==> config.mk <==
export PLATFORM = sky130hd
export DESIGN_NAME = fsc_forced_stop
export DESIGN_NICKNAME = d
export VERILOG_FILES = /design/src/verilog/fsc_forced_stop.v
export VERILOG_INCLUDE_DIRS = /design/src /design/src/include
export SDC_FILE = /design/constraint.sdc
export NUM_CORES = 1
export LEC_CHECK = 0
export BUFFER_PORTS_ARGS = -buffer_cell sky130_fd_sc_hd__buf_4
export CAP_MARGIN = 20
export CORE_MARGIN = 2
export CORE_UTILIZATION = 45
export CTS_BUF_LIST = sky130_fd_sc_hd__clkbuf_4 sky130_fd_sc_hd__clkbuf_8
export DETAILED_ROUTE_END_ITERATION = 6
export PLACE_DENSITY = 0.74
export REMOVE_ABC_BUFFERS = 1
export SETUP_SLACK_MARGIN = 0.15
export SLEW_MARGIN = 10
export SYNTH_ARGS = -nofsm -noshare
export SYNTH_HDL_FRONTEND = slang
export SYNTH_SLANG_ARGS = --single-unit
==> constraint.sdc <==
create_clock -name clk_i -period 26.1 [get_ports clk_i]
set_clock_uncertainty 0.2 [all_clocks]
set_input_delay 3.915 -clock clk_i [delete_from_list [all_inputs] [get_ports clk_i]]
set_output_delay 3.915 -clock clk_i [all_outputs]
set_load 0.05 [all_outputs]
==> src/include/fsc_consts.vh <==
`ifndef FSC_CONSTS_VH
`define FSC_CONSTS_VH

// ****************************************************************
// Register offsets
// ****************************************************************
`define FSC_ADDR_CTRL 8'h00
`define FSC_ADDR_TORQUE 8'h04
`define FSC_ADDR_DECEL 8'h08
`define FSC_ADDR_STATUS 8'h0C
`define FSC_ADDR_SPEED 8'h10
`define FSC_ADDR_MAXTRQ 8'h14

// ****************************************************************
// Control register fields
// ****************************************************************
`define FSC_CTRL_METHOD_LSB 0
`define FSC_CTRL_SOFF_DB_BIT 4
`define FSC_CTRL_TRQ_MODE_BIT 5
`define FSC_CTRL_ALLOC_LSB 8
`define FSC_CTRL_MAPPED_BIT 12

// ****************************************************************
// Reset values and limits
// ****************************************************************
`define FSC_METHOD_RST 3'h0
`define FSC_ALLOC_RST 4'h0
`define FSC_TORQUE_RST 10'h0320
`define FSC_TORQUE_MAX 10'h0320
`define FSC_DECEL_RST 14'h0000
`define FSC_DECEL_MAX 14'h2EE0
`define FSC_MAXTRQ_RST 10'h012C

// ****************************************************************
// Timing
// ****************************************************************
`define FSC_CLK_MHZ 250
`define FSC_MS_US 1000
`define FSC_MS_CYCLES (`FSC_CLK_MHZ * `FSC_MS_US)

`endif

==> src/verilog/fsc_forced_stop.v <==
`include "fsc_consts.vh"
`default_nettype none

module fsc_forced_stop (
	input wire clk_i,
	input wire sys_rst_i,
	input wire stop_request_input_i,
	input wire servo_on_i,
	input wire motor_stopped_i,
	input wire [7:0] addr_i,
	input wire [31:0] wdata_i,
	input wire wr_i,
	input wire rd_i,
	output reg [31:0] rdata_o,
	output reg forced_stop_indication_o,
	output reg dynamic_braking_o,
	output reg power_stage_blocked_o,
	output reg decel_active_o,
	output reg [9:0] torque_limit_o,
	output reg [15:0] speed_ref_o
);

	// ****************************************************************
	// Stopping phases
	// ****************************************************************
	localparam ST_RUN = 2'h0;
	localparam ST_DECEL = 2'h1;
	localparam ST_HOLD = 2'h2;

	localparam [31:0] MS_CYC = `FSC_MS_CYCLES;

	// ****************************************************************
	// Configuration registers
	// ****************************************************************
	reg [2:0] method_reg;
	reg soff_db_reg;
	reg trq_mode_reg;
	reg [3:0] alloc_reg;
	reg mapped_reg;
	reg [9:0] torque_reg;
	reg [13:0] decel_reg;
	reg [15:0] speed_in_reg;
	reg [9:0] maxtrq_reg;

	reg sync1_reg;
	reg sync2_reg;
	reg srv1_reg;
	reg srv2_reg;
	reg stop1_reg;
	reg stop2_reg;
	reg [1:0] state_reg;
	reg latch_reg;
	reg [31:0] ms_cnt_reg;
	reg [15:0] speed_reg;
	reg [15:0] step_reg;
	reg [31:0] rdata_next;

	wire alloc_ok = (alloc_reg == 4'h1) || (alloc_reg == 4'h2);
	wire stop_open = alloc_ok && mapped_reg && !sync2_reg;
	wire [9:0] trq_clamped = (torque_reg > maxtrq_reg) ? maxtrq_reg : torque_reg;
	wire use_trq = (method_reg == 3'h1) || (method_reg == 3'h2);
	wire use_time = (method_reg == 3'h3) || (method_reg == 3'h4);
	wire coast_after = (method_reg == 3'h2) || (method_reg == 3'h4);
	wire [15:0] full_speed = 16'hFFFF;
	wire [15:0] ramp_step = (decel_reg == 14'h0000) ? full_speed :
		(full_speed / {2'h0, decel_reg});

	// ****************************************************************
	// Register bus
	// ****************************************************************
	always @(posedge clk_i) begin
		if (sys_rst_i) begin
			method_reg <= `FSC_METHOD_RST;
			soff_db_reg <= 1'b1;
			trq_mode_reg <= 1'b0;
			alloc_reg <= `FSC_ALLOC_RST;
			mapped_reg <= 1'b0;
			torque_reg <= `FSC_TORQUE_RST;
			decel_reg <= `FSC_DECEL_RST;
			speed_in_reg <= 16'h0000;
			maxtrq_reg <= `FSC_MAXTRQ_RST;
		end else if (wr_i) begin
			case (addr_i)
				`FSC_ADDR_CTRL: begin
					method_reg <= (wdata_i[2:0] > 3'h4) ? method_reg : wdata_i[2:0];
					soff_db_reg <= wdata_i[`FSC_CTRL_SOFF_DB_BIT];
					trq_mode_reg <= wdata_i[`FSC_CTRL_TRQ_MODE_BIT];
					alloc_reg <= wdata_i[11:8];
					mapped_reg <= wdata_i[`FSC_CTRL_MAPPED_BIT];
				end
				`FSC_ADDR_TORQUE: begin
					torque_reg <= (wdata_i[9:0] > `FSC_TORQUE_MAX) ? `FSC_TORQUE_MAX :
						wdata_i[9:0];
				end
				`FSC_ADDR_DECEL: begin
					decel_reg <= (wdata_i[13:0] > `FSC_DECEL_MAX) ? `FSC_DECEL_MAX :
						wdata_i[13:0];
				end
				`FSC_ADDR_SPEED: begin
					speed_in_reg <= wdata_i[15:0];
				end
				`FSC_ADDR_MAXTRQ: begin
					maxtrq_reg <= wdata_i[9:0];
				end
				default: begin
				end
			endcase
		end
	end

	always @* begin
		rdata_next = 32'h0000_0000;
		if (rd_i) begin
			case (addr_i)
				`FSC_ADDR_CTRL: rdata_next = {19'h0_0000, mapped_reg, alloc_reg, 2'h0,
					trq_mode_reg, soff_db_reg, 1'b0, method_reg};
				`FSC_ADDR_TORQUE: rdata_next = {22'h00_0000, torque_reg};
				`FSC_ADDR_DECEL: rdata_next = {18'h0_0000, decel_reg};
				`FSC_ADDR_STATUS: rdata_next = {28'h000_0000, sync2_reg, state_reg,
					latch_reg};
				`FSC_ADDR_SPEED: rdata_next = {16'h0000, speed_reg};
				`FSC_ADDR_MAXTRQ: rdata_next = {22'h00_0000, maxtrq_reg};
				default: rdata_next = 32'h0000_0000;
			endcase
		end
	end

	// ****************************************************************
	// Input synchronisers
	// ****************************************************************
	// two-stage sync
	always @(posedge clk_i) begin
		if (sys_rst_i) begin
			sync1_reg <= 1'b1;
			sync2_reg <= 1'b1;
			srv1_reg <= 1'b0;
			srv2_reg <= 1'b0;
			stop1_reg <= 1'b0;
			stop2_reg <= 1'b0;
		end else begin
			sync1_reg <= stop_request_input_i;
			sync2_reg <= sync1_reg;
			srv1_reg <= servo_on_i;
			srv2_reg <= srv1_reg;
			stop1_reg <= motor_stopped_i;
			stop2_reg <= stop1_reg;
		end
	end

	// ****************************************************************
	// Forced-stop latch and stopping sequence
	// ****************************************************************
	always @(posedge clk_i) begin
		if (sys_rst_i) begin
			latch_reg <= 1'b0;
			state_reg <= ST_RUN;
			ms_cnt_reg <= 32'h0000_0000;
			speed_reg <= 16'h0000;
			step_reg <= 16'h0000;
		end else begin
			if (stop_open) begin
				latch_reg <= 1'b1;
			end else if (!srv2_reg) begin
				latch_reg <= 1'b0;
			end
			case (state_reg)
				ST_RUN: begin
					speed_reg <= speed_in_reg;
					ms_cnt_reg <= 32'h0000_0000;
					step_reg <= ramp_step;
					if (stop_open) begin
						if (trq_mode_reg || method_reg == 3'h0) begin
							state_reg <= ST_HOLD;
							speed_reg <= 16'h0000;
						end else if (use_time && decel_reg == 14'h0000) begin
							state_reg <= ST_HOLD;
							speed_reg <= 16'h0000;
						end else begin
							state_reg <= ST_DECEL;
						end
					end
				end
				ST_DECEL: begin
					if (use_trq) begin
						speed_reg <= 16'h0000;
						if (stop2_reg) begin
							state_reg <= ST_HOLD;
						end
					end else begin
						step_reg <= ramp_step;
						if (ms_cnt_reg == MS_CYC - 32'h0000_0001) begin
							ms_cnt_reg <= 32'h0000_0000;
							speed_reg <= (speed_reg > step_reg) ? speed_reg - step_reg :
								16'h0000;
						end else begin
							ms_cnt_reg <= ms_cnt_reg + 32'h0000_0001;
						end
						if (speed_reg == 16'h0000) begin
							state_reg <= ST_HOLD;
						end
					end
				end
				ST_HOLD: begin
					speed_reg <= 16'h0000;
					if (!latch_reg && !stop_open) begin
						state_reg <= ST_RUN;
					end
				end
				default: begin
					state_reg <= ST_RUN;
				end
			endcase
		end
	end

	// ****************************************************************
	// Registered outputs
	// ****************************************************************
	always @(posedge clk_i) begin
		if (sys_rst_i) begin
			rdata_o <= 32'h0000_0000;
			forced_stop_indication_o <= 1'b0;
			dynamic_braking_o <= 1'b0;
			power_stage_blocked_o <= 1'b0;
			decel_active_o <= 1'b0;
			torque_limit_o <= 10'h000;
			speed_ref_o <= 16'h0000;
		end else begin
			rdata_o <= rdata_next;
			forced_stop_indication_o <= latch_reg;
			decel_active_o <= (state_reg == ST_DECEL);
			torque_limit_o <= (state_reg == ST_DECEL && use_trq) ? trq_clamped :
				maxtrq_reg;
			speed_ref_o <= speed_reg;
			// Coast or brake once the power stage is blocked in the hold phase
			power_stage_blocked_o <= (state_reg == ST_HOLD) || !srv2_reg;
			dynamic_braking_o <= (state_reg == ST_HOLD) && soff_db_reg &&
				!(coast_after && !trq_mode_reg);
		end
	end

endmodule

`default_nettype wire

# == Word-level counts from Yosys, hierarchy flattened ==
# Index checks and enable logic that the tools add are counted.
# classes
addsub,2
n_mul,0
n_div,1
magnitude_cmp,5
eq_ne,21
n_shift,0
mux,28
n_bitwise,2
n_reduce_logical,37
# op_table
cell,count
16-bit 2-to-1 mux,8
16-bit case mux with 6 select lines,1
32-bit 2-to-1 mux,2
32-bit case mux with 2 select lines,1
16-bit case mux with 3 select lines,1
"32-bit by 1-bit adder with 32-bit output, second input constant",1
"32-bit by 18-bit equality test with 1-bit output, second input constant",1
16-bit case mux with 2 select lines,1
10-bit 2-to-1 mux,3
"16-bit by 14-bit divider with 16-bit output, first input constant",1
"8-bit by 4-bit equality test with 1-bit output, second input constant",2
"8-bit by 5-bit equality test with 1-bit output, second input constant",2
16-bit greater-than comparator,1
16-bit zero test,1
16-bit subtractor,1
"14-bit greater-than comparator, second input constant",1
14-bit zero test,1
14-bit 2-to-1 mux,1
2-bit 2-to-1 mux,7
2-bit AND reduction,7
10-bit greater-than comparator,1
"10-bit greater-than comparator, second input constant",1
"3-bit != test, second input constant",3
"8-bit by 3-bit equality test with 1-bit output, second input constant",1
24 further kinds,46
# word_totals
regBits,195
latch_bits,0
mem_bits_rw,0
mem_bits_ro,0
input_bits,47
output_inout_bits,62
elab_cells,123
n_memories,0

# == Depth between registers and ports, before layout ==
# depth
ltp_word,8
mapped_depth,129
ltp_nobuf,119

# == Worst setup path after synthesis ==
# OpenSTA, ideal clock, no wires.
# synth_timing
path_kind,flip-flop to flip-flop
start,register decel_reg[5]
end,register step_reg[0]
setup_time_ns,0.125
arrival_time_ns,24.178
t_required_ns,25.775
slack_ns,1.597
path_stages_with_launch,120
path_buffers,11
synth_period_minus_slack_ns,24.503
path_cell_list,dfxtp_1 -> nor3_1 -> and4_1 -> nand2_1 -> nor2_1 -> nand2_1 -> ha_1 -> nor2_1 -> or3_1 -> or2_2 -> ha_1 -> o41ai_1 -> or2_2 -> a221o_1 -> ha_1 -> or2_2 -> a21o_1 -> and3_1 -> [... 84 more ...] -> o21ai_0 -> a31o_2 -> a31oi_1 -> and3_1 -> buf_4 -> buf_12 -> mux2i_1 -> ha_1 -> o21ai_0 -> a31oi_1 -> o211ai_1 -> a21oi_1 -> a211oi_1 -> o2111ai_1 -> nand2_1 -> nand2_1 -> a211oi_1 -> a211oi_1
# synth_via
elab_chain_cells,4
word_cells_on_any_way,5
classes_between,div: 1; mux: 3; reduce/logical: 1
# synth_rtl
element,line,text
"start, declared",fsc_forced_stop.v:41,reg [13:0] decel_reg;
"start signal, assigned",fsc_forced_stop.v:79,decel_reg <= `FSC_DECEL_RST;
"start signal, assigned",fsc_forced_stop.v:96,decel_reg <= (wdata_i[13:0] > `FSC_DECEL_MAX) ? `FSC_DECEL_MAX :
16-bit by 14-bit divider with 16-bit output or 14-bit zero test (tied branches),"fsc_forced_stop.v:66, fsc_forced_stop.v:65",
16-bit 2-to-1 mux *,fsc_forced_stop.v:65,wire [15:0] ramp_step = (decel_reg == 14'h0000) ? full_speed :
16-bit 2-to-1 mux,fsc_forced_stop.v:184,if (use_trq) begin
16-bit case mux with 2 select lines *,fsc_forced_stop.v:166,case (state_reg)
"end signal, assigned",fsc_forced_stop.v:170,step_reg <= ramp_step;
"end signal, assigned",fsc_forced_stop.v:190,step_reg <= ramp_step;
"end, declared",fsc_forced_stop.v:55,reg [15:0] step_reg;
# Every way passes the cells marked *; elsewhere a longest branch is shown, timed or not. The select of a mux whose other input is x is not followed.
# A chain may end at the register's enable or synchronous reset.

# == Final worst setup path ==
# Same ends and word-level chain as after synthesis.

==> results.toml <==
[critical_path]
crit_slowest_cell = "dfxtp_1"
cp_common_cell = "ha_1"
cp_data_required_time_ns = 26.28
ff2ff_setup_slack_ns = 1.32
r2r_end = "step_reg[0]"
crit_type = "reg2reg"
crit_arrival_ns = 24.96
start_kind = "flop"
end_kind = "flop"
critPathMaxFanout = 7
r2r-start = "decel_reg[5]"
r2r_cells = 118
cp_slowest_stage_delay_ns = 0.38

[die]
die_area_um2 = 34700
die_x_um = 186
io_pins = 109
start_util = 0.459
num_rows = 66
core_area_um2 = 32600
fp.dieH_um = 186

[sta]
drv_slew = 0
hold_viol_final = 0
tightestPinTransition_ns = 0.989
setup_tns_ns = 0
slew_headroom = 0.335
rsz0062_at_grt = "false"
setup_viol = 0
timing.fmax_ghz = 0.0404
layout_setup_ws_ns = 1.32
period_share = 0.950
period_needed_ns = 24.78

[flow_run]
maxCapViolations = 0

[clock_tree]
cts.clk_slew.worst_paths_ns = 0.10
clk_latency_ns = 0.50
hold_buffers = 0
cts_inserted_buffers = 17
htree_levels = 4
clock_sinks = 179
clock-root-buffer = "clkbuf_8"
cts_max_path_buffers = 2
cts_tree = "done"

[drt]
routedWlPerCell_um = 17.3
wirelength_um = 45200
drt_iter0_drc = 1502
num_vias = 15400
drc_errors = 17
vias_per_cell = 5.90
antenna_left = 0
drt_first_pass_iters = 7

[layout]
final_common_cell = "buf_4"
syn_to_final_growth_pct = 18.6
largest_reg_flops = 32
fill_cells = 3013
final_cell_area_um2 = 17800
layout-drive-gt1-share = 0.198
num-nets-final = 2357
final_util = 0.544
layout_common_cells = "266 x buf_4, 215 x nand2_1, 212 x nor2_1"
diodes = 0

[grt]
grt_pass1_vias = 14600
grt_use_total = 0.249
grt_start_max_net_pins = 98
gr-total-overflow = 0
antenna_found_initial = 1
grt_pass1_wl_um = 71900

[synth]
synth_top_area_cell = "dfxtp_1"
netlist_instances = 1952
ys_seq_elements = 179
synth_area_um2 = 15000
async_reset_ff_frac = 0
synthDistinctLibCells = 100
seq_area_frac_synth = 0.239
synth_area_leaders = "dfxtp_1 24%, ha_1 12%, a21oi_1 5.7%"
ys_warn_count = 0
synth.avg_cell_area_um2 = 7.67
synth_top_area_share = 0.239
dominantRegCellSynth = "dfxtp_1"
synth_edf_count = 0

[min_path]
hp-start = "sync1_reg"
hp-class = "reg2reg"
hold_end = "sync2_reg"
hold_depth = 1

[placed_design]
place_ws_ns = 0.0327
numPortBuffers = 76
gp_congestion = 0.929
postPlaceCellArea_um2 = 17100
dp_hpwl_um = 34100

[run_status]
status = "finished with violations"
failed_checks = "DRC"
==> worst max-delay path by stage <==
stage / endpoint / from / cells past startpoint / slack (ns)
after global routing: step_reg[0] / decel_reg[11] / 118 / 0.06
after global placement: step_reg[0] / decel_reg[5] / 110 / 0.41
after detailed placement: step_reg[0] / decel_reg[5] / 110 / 0.03
after CTS: step_reg[0] / decel_reg[5] / 112 / 0.21
after floorplan: step_reg[0] / decel_reg[5] / 107 / 1.27
final: step_reg[0] / decel_reg[5] / 118 / 1.32
==> cell usage after synthesis, drive strengths merged, types with 18 or more instances <==
library cell and number:
a211oi 26, a21o 36, a21oi 171, a221oi 21
a31oi 28, and3 23, buf 34, clkbuf 58
dfxtp 179, ha 148, inv 83, mux2 37
mux2i 23, nand2 215, nand2b 18, nand3 69
nor2 219, nor2b 33, nor3 65, o21a 40
o21ai 78, xnor2 53, xor2 54
==> kinds of logic after synthesis <==
group	Yosys count	synth area share
other cells	1	0.000250
buf+inv	176	0.0526
fa+ha+maj	149	0.125
compound gates	537	0.239
flops	179	0.239
mux	60	0.0452
simple gates	743	0.236
xor+xnor	107	0.0626
==> layout make-up <==
cell class / count / area, um2 / area share
Multi-Input combinational cell: 1612 / 10900 / 0.615
Clock inverter: 15 / 134 / 0.00754
Clock buffer: 17 / 234 / 0.0132
Tap cell: 442 / 553 / 0.0312
Sequential cell: 179 / 3580 / 0.202
Inverter: 84 / 315 / 0.0178
Timing Repair Buffer: 267 / 2010 / 0.113
==> through the flow <==
stage               hold slack, ns  std cells
CTS                          0.228       2607
floorplan                    0.189       1875
global placement             0.203       2575
global route                 0.252       2616
detailed placement           0.199       2575
finish                       0.221       2616
==> critical path: cells and delay by family, from the launching register on <==
kind            cells  cell delay (ns)
flops               1             0.38
buf+inv            12             1.85
xor+xnor            1             0.24
simple gates       32             6.09
compound gates     54            10.42
mux                 4             1.14
fa+ha+maj          15             4.33
==> per-layer routing <==
metal,GRT usage,up-vias,share of wire
li1,-,7464,-
met1,0.319,7239,0.43
met2,0.429,618,0.47
met3,0.0372,103,0.068
met4,0.0809,2,0.027
met5,0,-,0.00029
==> timing repair <==
| action | 4_1_cts | 5_1_grt |
|---|---|---|
| setup buffers | 0 | 8 |
| resized for setup | 2 | 53 |
| setup endpoints to repair | 1 | 2 |
| gates cloned | 0 | 1 |
| pin swaps | 0 | 11 |
Power is left out: the tool's default activity adds up to more than one toggle a clock period on the data nets, which glitch-free logic cannot reach.
